## src/otx_params.svh

```systemverilog
// constants for the octal registered bus transceiver
`ifndef OTX_PARAMS_SVH
`define OTX_PARAMS_SVH

`define OTX_DATA_W 8
`define OTX_SYNC_STAGES 2
`define OTX_BUF_ENTRIES 2
`define OTX_CLK_PERIOD_NS 40
`define OTX_CTRL_W 6
`define OTX_CTRL_OE_N 5
`define OTX_CTRL_DIR 4
`define OTX_CTRL_SAB 3
`define OTX_CTRL_SBA 2
`define OTX_CTRL_CAB 1
`define OTX_CTRL_CBA 0
`define OTX_LOG_FLAGS 2
`define OTX_LOG_A_FLAG 0
`define OTX_LOG_B_FLAG 1

`endif

```

## src/otx_pkg.sv

```systemverilog
// types for the octal registered bus transceiver
package otx_pkg;

	typedef enum logic [1:0]
	{
		OTX_ISOLATE = 2'h0,
		OTX_DRIVE_A = 2'h1,
		OTX_DRIVE_B = 2'h2
	} otx_drive_t;

endpackage : otx_pkg

```

## src/otx_stream_if.sv

```systemverilog
// valid/ready word stream between the transceiver and its capture buffer
`timescale 1ns/100ps
interface otx_stream_if #(parameter int WIDTH = 18);
	logic valid;
	logic ready;
	logic [WIDTH-1:0] data;

	modport source (output valid, output data, input ready);
	modport sink (input valid, input data, output ready);
endinterface : otx_stream_if

```

## src/otx_capture_buf.sv

```systemverilog
// two-entry capture buffer; output word comes straight from a register
`timescale 1ns/100ps
`include "otx_params.svh"
module otx_capture_buf #(
	parameter int WIDTH = 18
) (
	input wire logic clk_i, // system clock
	input wire logic reset_i, // async reset, active high
	otx_stream_if.sink fill, // filling side
	otx_stream_if.source drain // draining side
);
	initial
	begin
		if (`OTX_BUF_ENTRIES != 2 || WIDTH < 1)
			$error("otx_capture_buf: unsupported size");
	end

	logic [1:0] count_reg;
	logic [1:0] count_next;
	logic [WIDTH-1:0] head_reg;
	logic [WIDTH-1:0] head_next;
	logic [WIDTH-1:0] spare_reg;
	logic [WIDTH-1:0] spare_next;
	logic push;
	logic pop;

	assign fill.ready = (count_reg != 2'h2);
	assign drain.valid = (count_reg != 2'h0);
	assign drain.data = head_reg;
	assign push = fill.valid & fill.ready;
	assign pop = drain.valid & drain.ready;

	always_comb
	begin
		count_next = count_reg;
		head_next = head_reg;
		spare_next = spare_reg;
		case ({push, pop})
			2'h3:
			begin
				if (count_reg == 2'h1)
					head_next = fill.data;
				else
				begin
					head_next = spare_reg;
					spare_next = fill.data;
				end
			end
			2'h1:
			begin
				head_next = spare_reg;
				count_next = count_reg - 2'h1;
			end
			2'h2:
			begin
				if (count_reg == 2'h0)
					head_next = fill.data;
				else
					spare_next = fill.data;
				count_next = count_reg + 2'h1;
			end
			default:
			begin
				count_next = count_reg;
			end
		endcase
	end

	always_ff @(posedge clk_i or posedge reset_i)
	begin
		if (reset_i)
		begin
			count_reg <= 2'h0;
			head_reg <= '0;
			spare_reg <= '0;
		end
		else
		begin
			count_reg <= count_next;
			head_reg <= head_next;
			spare_reg <= spare_next;
		end
	end
endmodule : otx_capture_buf

```

## src/otx_transceiver.sv

```systemverilog
// octal registered bus transceiver with capture log
//
// Overview of operation
// - capture clock edges load each side register
// - capture ignores output enable and direction
// - enable high floats both ports, registers still load
// - drive A with live B data
// - drive A with stored B data
// - drive B with live A data
// - drive B with stored A data
// - input port may load either or both registers
// - never drive both ports at once
`timescale 1ns/100ps
`include "otx_params.svh"
module otx_transceiver #(
	parameter int DATA_W = `OTX_DATA_W,
	parameter int SYNC_STAGES = `OTX_SYNC_STAGES
) (
	input wire logic clk_i, // system clock, 25 MHz
	input wire logic reset_i, // async reset, active high
	input wire logic output_enable_n_i, // pin: outputs enabled when low
	input wire logic drive_side_select_i, // pin: high drives B, low drives A
	input wire logic a_to_b_source_select_i, // pin: high = stored A to B
	input wire logic b_to_a_source_select_i, // pin: high = stored B to A
	input wire logic a_side_capture_clock_i, // pin: loads A register on rise
	input wire logic b_side_capture_clock_i, // pin: loads B register on rise
	input wire logic [DATA_W-1:0] port_a_lines_i, // level seen on A
	output logic [DATA_W-1:0] port_a_lines_o, // value driven on A
	output logic port_a_lines_oe_o, // high while A is driven
	input wire logic [DATA_W-1:0] port_b_lines_i, // level seen on B
	output logic [DATA_W-1:0] port_b_lines_o, // value driven on B
	output logic port_b_lines_oe_o, // high while B is driven
	output logic [2*DATA_W+1:0] capture_log_data_o, // logged capture word
	output logic capture_log_valid_o, // log word available
	input wire logic capture_log_ready_i, // receiver takes log word
	output logic capture_log_room_o, // buffer can take a capture
	output logic capture_log_drop_o // pulse: capture not logged
);
	localparam int IN_W = `OTX_CTRL_W + 2 * DATA_W;
	localparam int LOG_W = 2 * DATA_W + `OTX_LOG_FLAGS;

	initial
	begin
		if (DATA_W < 1)
			$error("otx_transceiver: DATA_W must be at least 1");
		if (SYNC_STAGES < 2)
			$error("otx_transceiver: SYNC_STAGES must be at least 2");
	end

	// decodes which port the device may drive; used by the drive logic only, not by the checks
	function automatic otx_pkg::otx_drive_t drive_mode(
		input logic oe_n,
		input logic dir
	);
		otx_pkg::otx_drive_t m;
		m = otx_pkg::OTX_ISOLATE;
		if (!oe_n)
			m = dir ? otx_pkg::OTX_DRIVE_B : otx_pkg::OTX_DRIVE_A;
		return m;
	endfunction : drive_mode

	// every pin crosses two flops before use; data and clocks share
	// the same chain so a captured word lines up with its edge
	logic [IN_W-1:0] pins_raw;
	logic [IN_W-1:0] sync_reg [SYNC_STAGES];
	logic [IN_W-1:0] sync_next [SYNC_STAGES];
	logic [IN_W-1:0] pins_s;

	assign pins_raw = {output_enable_n_i, drive_side_select_i,
		a_to_b_source_select_i, b_to_a_source_select_i,
		a_side_capture_clock_i, b_side_capture_clock_i,
		port_a_lines_i, port_b_lines_i};

	genvar gi;
	generate
		for (gi = 0; gi < SYNC_STAGES; gi++)
		begin : g_sync
			if (gi == 0)
			begin : g_first
				always_comb
				begin
					sync_next[gi] = pins_raw;
				end
			end
			else
			begin : g_rest
				always_comb
				begin
					sync_next[gi] = sync_reg[gi-1];
				end
			end
			always_ff @(posedge clk_i or posedge reset_i)
			begin
				if (reset_i)
					sync_reg[gi] <= '0;
				else
					sync_reg[gi] <= sync_next[gi];
			end
		end
	endgenerate

	assign pins_s = sync_reg[SYNC_STAGES-1];

	logic [`OTX_CTRL_W-1:0] ctrl_s;
	logic oe_n_s;
	logic dir_s;
	logic sab_s;
	logic sba_s;
	logic cab_s;
	logic cba_s;
	logic [DATA_W-1:0] a_s;
	logic [DATA_W-1:0] b_s;

	assign ctrl_s = pins_s[IN_W-1 -: `OTX_CTRL_W];
	assign oe_n_s = ctrl_s[`OTX_CTRL_OE_N];
	assign dir_s = ctrl_s[`OTX_CTRL_DIR];
	assign sab_s = ctrl_s[`OTX_CTRL_SAB];
	assign sba_s = ctrl_s[`OTX_CTRL_SBA];
	assign cab_s = ctrl_s[`OTX_CTRL_CAB];
	assign cba_s = ctrl_s[`OTX_CTRL_CBA];
	assign a_s = pins_s[2*DATA_W-1 -: DATA_W];
	assign b_s = pins_s[DATA_W-1:0];

	// capture registers
	logic cab_prev_reg;
	logic cab_prev_next;
	logic cba_prev_reg;
	logic cba_prev_next;
	logic [DATA_W-1:0] a_store_reg;
	logic [DATA_W-1:0] a_store_next;
	logic [DATA_W-1:0] b_store_reg;
	logic [DATA_W-1:0] b_store_next;
	logic a_rise;
	logic b_rise;

	assign a_rise = cab_s & ~cab_prev_reg;
	assign b_rise = cba_s & ~cba_prev_reg;

	// no term of the enable or direction reaches the capture path
	always_comb
	begin
		cab_prev_next = cab_s;
		cba_prev_next = cba_s;
		a_store_next = a_rise ? a_s : a_store_reg;
		b_store_next = b_rise ? b_s : b_store_reg;
	end

	// the device has no store reset; zero here only gives simulation a
	// known start and must not be relied on by users
	always_ff @(posedge clk_i or posedge reset_i)
	begin
		if (reset_i)
		begin
			cab_prev_reg <= 1'h0;
			cba_prev_reg <= 1'h0;
			a_store_reg <= '0;
			b_store_reg <= '0;
		end
		else
		begin
			cab_prev_reg <= cab_prev_next;
			cba_prev_reg <= cba_prev_next;
			a_store_reg <= a_store_next;
			b_store_reg <= b_store_next;
		end
	end

	// drive side; both enables come from one decode so they never overlap
	otx_pkg::otx_drive_t mode;
	logic [DATA_W-1:0] a_out_reg;
	logic [DATA_W-1:0] a_out_next;
	logic [DATA_W-1:0] b_out_reg;
	logic [DATA_W-1:0] b_out_next;
	logic a_oe_reg;
	logic a_oe_next;
	logic b_oe_reg;
	logic b_oe_next;

	assign mode = drive_mode(oe_n_s, dir_s);

	always_comb
	begin
		a_oe_next = 1'h0;
		b_oe_next = 1'h0;
		case (mode)
			otx_pkg::OTX_DRIVE_A:
			begin
				a_oe_next = 1'h1;
			end
			otx_pkg::OTX_DRIVE_B:
			begin
				b_oe_next = 1'h1;
			end
			default:
			begin
				a_oe_next = 1'h0;
				b_oe_next = 1'h0;
			end
		endcase
		a_out_next = sba_s ? b_store_reg : b_s;
		b_out_next = sab_s ? a_store_reg : a_s;
	end

	always_ff @(posedge clk_i or posedge reset_i)
	begin
		if (reset_i)
		begin
			a_out_reg <= '0;
			b_out_reg <= '0;
			a_oe_reg <= 1'h0;
			b_oe_reg <= 1'h0;
		end
		else
		begin
			a_out_reg <= a_out_next;
			b_out_reg <= b_out_next;
			a_oe_reg <= a_oe_next;
			b_oe_reg <= b_oe_next;
		end
	end

	assign port_a_lines_o = a_out_reg;
	assign port_a_lines_oe_o = a_oe_reg;
	assign port_b_lines_o = b_out_reg;
	assign port_b_lines_oe_o = b_oe_reg;

	// capture log: a full buffer cannot stall the pins, so the word is
	// dropped and flagged rather than held back
	otx_stream_if #(.WIDTH(LOG_W)) log_fill ();
	otx_stream_if #(.WIDTH(LOG_W)) log_drain ();
	logic drop_reg;
	logic drop_next;

	assign log_fill.valid = a_rise | b_rise;
	assign log_fill.data = {b_rise, a_rise, b_s, a_s};

	always_comb
	begin
		drop_next = log_fill.valid & ~log_fill.ready;
	end

	always_ff @(posedge clk_i or posedge reset_i)
	begin
		if (reset_i)
			drop_reg <= 1'h0;
		else
			drop_reg <= drop_next;
	end

	otx_capture_buf #(.WIDTH(LOG_W)) u_log (
		.clk_i(clk_i),
		.reset_i(reset_i),
		.fill(log_fill.sink),
		.drain(log_drain.source)
	);

	assign log_drain.ready = capture_log_ready_i;
	assign capture_log_data_o = log_drain.data;
	assign capture_log_valid_o = log_drain.valid;
	assign capture_log_room_o = log_fill.ready;
	assign capture_log_drop_o = drop_reg;
endmodule : otx_transceiver
```

## config.mk

```make
export PLATFORM = sky130hd
export DESIGN_NAME = otx_transceiver
export DESIGN_NICKNAME = d
export VERILOG_FILES = /design/src/otx_pkg.sv /design/src/otx_stream_if.sv /design/src/otx_capture_buf.sv /design/src/otx_transceiver.sv
export VERILOG_INCLUDE_DIRS = /design/src /design/src/src
export SDC_FILE = /design/constraint.sdc
export NUM_CORES = 1
export LEC_CHECK = 0
export BUFFER_PORTS_ARGS = -buffer_cell sky130_fd_sc_hd__buf_2
export CAP_MARGIN = 0
export CORE_MARGIN = 2
export CORE_UTILIZATION = 30
export CTS_CLUSTER_DIAMETER = 80
export CTS_CLUSTER_SIZE = 30
export DETAILED_ROUTE_END_ITERATION = 6
export PLACE_DENSITY_LB_ADDON = 0.05
export SLEW_MARGIN = 15
export SYNTH_ARGS = -nofsm -noshare
export SYNTH_HDL_FRONTEND = slang
export SYNTH_HIERARCHICAL = 1
export SYNTH_SLANG_ARGS = --single-unit
```

## constraint.sdc

```tcl
create_clock -name clk_i -period 8.9 [get_ports clk_i]
set_input_delay 2.67 -clock clk_i [delete_from_list [all_inputs] [get_ports clk_i]]
set_output_delay 2.67 -clock clk_i [all_outputs]
set_load 0.005 [all_outputs]
```

Yosys cells after proc, flatten, opt, wreduce, memory -nomap -nowiden

Cells that the tools add are included.

Eq/ne operators: 10
Bitwise gates (word level): 9
Muxes and demuxes: 13
Reduce and logical (&&, ||, !) cells: 7
$add $sub $neg: 2

Operators by type and width:

| kind                | count |
|---|---|
| $mux 18             | 4 |
| $pmux 18 s3         | 1 |
| $pmux 18 s2         | 1 |
| $mux 8              | 2 |
| $eq 2x1->1 const B  | 3 |
| $eq 2x2->1 const B  | 3 |
| $ne 2x2->1 const B  | 3 |
| $reduce_bool 2->1   | 3 |
| $and 1x1->1         | 5 |
| $mux 2              | 2 |
| $pmux 2 s2          | 1 |
| $not 1->1           | 3 |
| $reduce_and 3->1    | 1 |
| $reduce_bool 3->1   | 1 |
| $add 2x1->2 const B | 1 |
| $logic_not 2->1     | 1 |
| $mux 1              | 2 |
| $ne 2x1->1 const B  | 1 |
| $reduce_and 2->1    | 1 |
| $sub 2x1->2 const B | 1 |
| $or 1x1->1          | 1 |

Bits of input ports: 25
Logic and storage cells: 55
Output and inout port bits: 39
Register bits after elaboration: 119

Depth between registers and ports, before layout

Gate-level depths: netlist of run 1.

Depth after elaboration: 7
Gate-level depth with buffers: 11
Depth with buffers taken out: 9

Cells and area by module

Netlist of run 1, hierarchy kept.

By module, submodules not included:

| module          | area each (sq um) | cells each | sequential area each (sq um) | instances |
|---|---|---|---|---|
| otx_transceiver | 2,529.9           | 126        | 2,026.9                      | 1 |
| otx_capture_buf | 2,118.3           | 168        | 950.9                        | 1 |

Worst setup path after synthesis of run 1

OpenSTA, ideal clock, no wires.

Path type: in2reg
Start point: in capture_log_ready_i
End point: reg u_log.spare_reg[0]
Arrival: 4.093 ns
Stages on the path: 8
Setup time: 0.125 ns
Path buffers: 2
Path slack: 4.682 ns
Path through: nor2b_2 > inv_1 > ha_1 > a22oi_1 > o21a_1 > buf_6 > buf_12 > mux2_4

Cells in the longest elaborated chain, start to end: 4
Elaborated cells on any way between the ends: 8
Those cells by class: eq/ne (4); mux (1); bitwise (1); reduce/logical (2)

Ends and longest elaborated chain:

| item                                                             | RTL line              | source |
|---|---|---|
| start: declaration                                               | otx_transceiver.sv:35 | `input wire logic capture_log_ready_i,` |
| $and 1x1->1 *                                                    | otx_capture_buf.sv:31 | `assign pop = drain.valid & drain.ready;` |
| $eq 2x2->1                                                       | otx_capture_buf.sv:38 | `case ({push, pop})` |
| $ne 2x2->1 (no line) / $reduce_bool 2->1 (equally long branches) | --                    |  |
| $reduce_and 3->1 (no line)                                       | --                    |  |
| end signal: assignment                                           | otx_capture_buf.sv:81 | `spare_reg <= spare_next;` |
| end: declaration                                                 | otx_capture_buf.sv:22 | `logic [WIDTH-1:0] spare_reg;` |

Mark *: on every way between the ends. The rest lies on a longest branch, timed or not.
A chain may end at the register's enable or synchronous reset.

Worst setup path after layout of run 1

Start point: in capture_log_ready_i
End point: reg u_log.spare_reg[7]

The elaborated chain is that of the path after synthesis.

==> results of run 1 <==
Yosys cell counts:
library cell	count
buf_12	1
nor2b_1	1
or2_2	1
a22oi_1	1
a21oi_1	18
a221oi_1	17
mux2i_1	17
nor2_1	1
o21ai_0	3
a32o_1	1
o21a_1	1
buf_2	9
a21oi_4	1
mux2_4	24
nand2_1	5
clkbuf_1	1
dfrtp_1	119
mux2_2	45
xor2_1	1
nor2b_2	1
nand2b_4	2
inv_1	11
ha_1	7
buf_4	2
buf_6	4
metal layers:
metal / GRT usage / up-vias / share of wire
met3: 0.0449 / 12 / 0.052
met5: 0 / - / 0
met4: 0.0582 / 0 / 0.018
li1: - / 1186 / -
met2: 0.174 / 68 / 0.45
met1: 0.161 / 1266 / 0.48
kinds of logic (layout without fill, tap and decap cells):
| kind of cell | after synthesis | after routing | share of synthesized area |
|---|---|---|---|
| simple gates | 11 | 11 | 0.0153 |
| compound gates | 42 | 42 | 0.0635 |
| flops | 119 | 119 | 0.641 |
| buf+inv | 28 | 110 | 0.0366 |
| xor+xnor | 1 | 1 | 0.00188 |
| fa+ha+maj | 7 | 7 | 0.0188 |
| mux | 86 | 86 | 0.223 |
area by class of cell:
class | count | share of cell area
Clock buffer | 20 | 0.0790
Clock inverter | 12 | 0.0184
Inverter | 11 | 0.00753
Multi-Input combinational cell | 147 | 0.265
Sequential cell | 119 | 0.527
Tap cell | 188 | 0.0416
Timing Repair Buffer | 67 | 0.0611
power groups by stage:
| stage | Clock (mW) | Combinational [mW] | Sequential, mW |
|---|---|---|---|
| floorplan | 0 | 0.442 | 0.732 |
| global placement | 0 | 0.560 | 0.747 |
| detailed placement | 0 | 0.567 | 0.749 |
| CTS | 0.655 | 0.569 | 0.740 |
| global route | 0.679 | 0.624 | 0.754 |
| finish | 0.633 | 0.559 | 0.738 |
critical path: stages:
cell,delay (ns)
buf_2,0.07
nor2b_2,0.25
inv_1,0.10
ha_1,0.26
a22oi_1,0.19
o21a_1,0.86
mux2_2,0.42
per-stage QoR:
stage	power, mW	instances	setup WS (ns)
finish	1.93	564	4.34
global route	2.06	564	4.20
CTS	1.96	564	4.33
detailed placement	1.32	532	3.90
global placement	1.31	532	3.94
floorplan	1.17	294	4.15
worst paths after layout:
kind | startpoint | end | cells after the start
max | capture_log_ready_i | u_log/spare_reg[7] | 7
min | sync_next[13] | pins_s[13] | 0
max reg2reg | u_log/count_reg[0] | u_log/spare_reg[7] | 8
min reg2reg | sync_next[13] | pins_s[13] | 0
max in group asynchronous | reset_i | port_a_lines_o[4] | 3
min in group asynchronous | reset_i | pins_s[13] | 2
==> impl_metrics.ini, run 1 <==
[run_status]
status = complete, no violations

[layout]
seq_area_mm2 = 0.00298
syn_to_final_growth_pct = 21.6
final_util = 0.373
final_common_cell = dfrtp_1
fin_area_mm2 = 0.00565
drive_above_1_share = 0.457
diodes = 0
n_fill_cell = 1423
multiInputGateArea_mm2 = 0.00150
fin_nets = 395
final_cell_mix = dfrtp_1 (119), buf_2 (63), mux2_2 (45), mux2_4 (24), a21oi_1 (18)

[placed_design]
portBuffers = 63
placed_area_mm2 = 0.00510
hpwl_mm = 5.41
place_congestion = 0.658

[floorplanning]
die_w_um = 128
row_count = 45
num_io_pins = 64
initial_core_util = 0.307
die_area_mm2 = 0.0165
die-height_um = 128
coreArea_mm2 = 0.0151

[drt]
wl_per_cell_um = 16.0
vias = 2532
drtIter0Drc = 146
routed_wl_mm = 9.04
drtAntennaViolNets = 0
viasPerCell = 4.49
drt-pass1-iter-count = 4
drc = 0

[power]
p_sw_mw = 0.579
power_leakage_nw = 2.61
power_frac_seq = 0.382
swShare = 0.300
peakVddDrop_uv = 133
power_density_mw_per_mm2 = 341
p_clk_frac = 0.328
combPwrFrac = 0.290
power.internal_mw = 1.35

[sta]
fin_tns_setup_ns = 0
worstMarginPinSlew_ns = 1.07
setup_viol = 0
fin_skew_ns = 0.00807
finalMaxSlewViolations = 0
slew_headroom = 0.284
hold_slack_ns = 0.342
hold_viol = 0
finalCriticalPeriod_ns = 4.56
rsz0062_at_grt = false
fin_crit_sh = 0.512
clock.fmax_mhz = 219

[synth]
synth_fp_nets = 326
yosysSeqAreaShare = 0.641
avgSynthCellArea_um2 = 15.8
netlist-cell-type-count = 25
yosys_warnings = 6
synth_area_mm2 = 0.00465
synth_area_leaders = dfrtp_1 (64%), mux2_2 (11%), mux2_4 (7.8%)
ys_seq_elements = 119
netlist_instances = 294
synth_top_area_frac = 0.641
synth_top_cell_by_area = dfrtp_1

[global_routing]
grt_pass1_vias = 2589
antenna_found_initial = 0
grt_max_degree = 49
grt_pass1_wl_mm = 14.5
grt_usage = 0.121
grt.overflow.total = 0

[min_path]
worst_hold_path_type = reg2reg

[clocking]
cts_htree_levels = 4
cts_sinks = 119
cts.reportedPaths.clkPinSlew_ns = 0.06
clockBufferDepth = 2
cts_resized = 0
tritoncts = done
post_cts_buffers = 0
clkLatencyLatePin_ns = 0.41
cts_hold_repair.buffers = 0
cts_buffers = 17
root_buffer = clkbuf_16

[critical_path]
end_kind = flip-flop
crit_required_ns = 9.19
worstSetupPathType = in2reg
crit_arrival_ns = 4.85
crit_fanout = 18
r2r_setup_slack_ns = 5.94
critPathLaunchType = primary input

[flow_run]
drv_cap = 0
Power figures use the tool's default switching activity.
==> run 2: changes to the inputs <==
Settings changed: ABC_AREA set to 1.
Clock period 8.9 ns to 4.3 ns, I/O delays scaled along.
==> run 2 against run 1 <==
Compared with the run above:
- final cell count rose by 48%
- critical path type is now reg2out
- largest power group unchanged
- area after synthesis rose by 7.8%
- routed wire length rose by 25%
- critical endpoint is now capture_log_valid_o
==> impl_metrics.ini, run 2 <==
[run_status]
status = complete, no violations

[clocking]
post_cts_buffers = 0
clockBufferDepth = 2
cts_hold_repair.buffers = 0
tritoncts = done
cts_sinks = 119
cts_htree_levels = 4
cts_resized = 0
cts_buffers = 17
root_buffer = clkbuf_16
clkLatencyLatePin_ns = 0.41
cts.reportedPaths.clkPinSlew_ns = 0.06

[placed_design]
hpwl_mm = 7.10
portBuffers = 63
place_congestion = 0.702

[synth]
ys_seq_elements = 119
avgSynthCellArea_um2 = 9.40
netlist_instances = 533
synth_area_leaders = dfrtp_1 (59%), nand2_1 (17%), o21ai_2 (5.1%)
yosysSeqAreaShare = 0.594
synthArstFlopShare = 1.00
netlist-cell-type-count = 22
synth_top_area_frac = 0.594
synthFlopType = dfrtp_1
synth_area_mm2 = 0.00501
synth_fp_nets = 565
yosys.cell_count.top_type = nand2_1
synth_top_cell_by_area = dfrtp_1
yosys_warnings = 6
synth-edff-count = 0
synth.top_cells.by_count = nand2_1 (225), dfrtp_1 (119), inv_1 (66)

[floorplanning]
die-height_um = 133
die_area_mm2 = 0.0178
num_io_pins = 64
die_w_um = 133
row_count = 47
coreArea_mm2 = 0.0165
initial_core_util = 0.304

[layout]
fin_nets = 631
diodes = 0
syn_to_final_growth_pct = 20.5
final_cell_mix = nand2_1 (225), dfrtp_1 (119), inv_1 (65), buf_2 (63), o21ai_2 (29)
drive_above_1_share = 0.250
final_util = 0.367
final_common_cell = nand2_1

[critical_path]
crit_fanout = 4
critPathLaunchType = flip-flop
crit_required_ns = 3.01
crit_arrival_ns = 1.37
worstSetupPathType = reg2out
end_kind = output port

[power]
power_density_mw_per_mm2 = 674
power_leakage_nw = 3.24
peakVddDrop_uv = 335

[sta]
hold_slack_ns = 0.346
worstMarginPinSlew_ns = 1.01
finalMaxSlewViolations = 0
setup_viol = 0
fin_tns_setup_ns = 0
clock.fmax_mhz = 375
finalCriticalPeriod_ns = 2.66
slew_headroom = 0.326
rsz0062_at_grt = false
fin_crit_sh = 0.619
hold_viol = 0
fin_skew_ns = 0.00794

[global_routing]
grt_usage = 0.137
grt.overflow.total = 0
grt_pass1_wl_mm = 18.5
antenna_found_initial = 0
grt_pass1_vias = 3470
grt_max_degree = 44

[drt]
vias = 3461
drtAntennaViolNets = 0
drc = 0
wl_per_cell_um = 13.6
drt-pass1-iter-count = 4
drtIter0Drc = 182
routed_wl_mm = 11.3
viasPerCell = 4.16

[min_path]
worst_hold_path_type = reg2reg

[flow_run]
drv_cap = 0
run 2: cell count changes after synthesis, moves of 11 or more:
cell,change
a21oi_1,-18
nand2_2,+11
nand3_1,+16
mux2_2,-45
mux2_4,-24
o21ai_0,+17
o21ai_2,+29
inv_1,+55
a221oi_1,-17
nand2_1,+220
mux2i_1,-17
run 2: final timing paths:
check | startpoint | end | slack [ns] | depth (start not counted)
worst max-delay path | u_log/count_reg[0] | capture_log_valid_o | 1.64 | 4
worst min-delay path | sync_next[20] | pins_s[20] | 0.35 | 0
worst max register to register | u_log/count_reg[1] | u_log/spare_reg[9] | 1.95 | 6
worst min register to register | sync_next[20] | pins_s[20] | 0.35 | 0
max in group asynchronous | reset_i | sync_next[19] | 2.51 | 3
min in group asynchronous | reset_i | port_a_lines_o[5] | 1.01 | 2
run 2: cell families (layout without fill, tap and decap cells):
family,after synthesis,after routing,share of synthesized area
flip-flops,119,119,0.594
XOR/XNOR,1,1,0.00175
AND/OR/NAND/NOR,262,262,0.218
adder cells (fa/ha/maj),7,7,0.0175
buffers and inverters,90,169,0.0914
AO/OA/AOI/OAI,54,54,0.0769
run 2: power by group:
| group | leakage, nW | total, mW | switching, mW | internal (mW) |
|---|---|---|---|---|
| Sequential | 1.45 | 1.48 | 0.136 | 1.34 |
| Clock | 0.287 | 1.39 | 0.518 | 0.872 |
| Combinational | 1.50 | 1.20 | 0.791 | 0.411 |
run 2: metal layers:
layer | global-route usage | vias up | wire [um]
li1 | - | 1749 | -
met4 | 0.0437 | 0 | 107
met5 | 0 | - | 0
met3 | 0.0453 | 7 | 608
met1 | 0.178 | 1630 | 5260
met2 | 0.218 | 75 | 5300
run 2: area by class of cell:
| type | instances | area [um2] |
|---|---|---|
| multi-input combinational | 324 | 1580 |
| tap | 220 | 275 |
| sequential | 119 | 2980 |
| fill | 1707 | 10400 |
| timing repair buffer | 67 | 345 |
| clock buffer | 18 | 439 |
| clock inverter | 14 | 151 |
| inverter | 70 | 274 |
run 2: per-stage QoR:
step / cell area [um2] / instances / setup WS, ns / power (mW)
after CTS: 6040 / 832 / 1.62 / 4.14
after global placement: 5450 / 800 / 1.43 / 2.71
after detailed placement: 5450 / 800 / 1.45 / 2.72
after global routing: 6040 / 832 / 1.56 / 4.38
after floorplan: 5010 / 533 / 0.930 / 2.43
final: 6040 / 832 / 1.64 / 4.07
run 2: worst max-delay path: stages (launching register included):
cell and delay, ns:
dfrtp_1 0.38, inv_1 0.11, ha_1 0.25, inv_2 0.09, buf_2 0.13
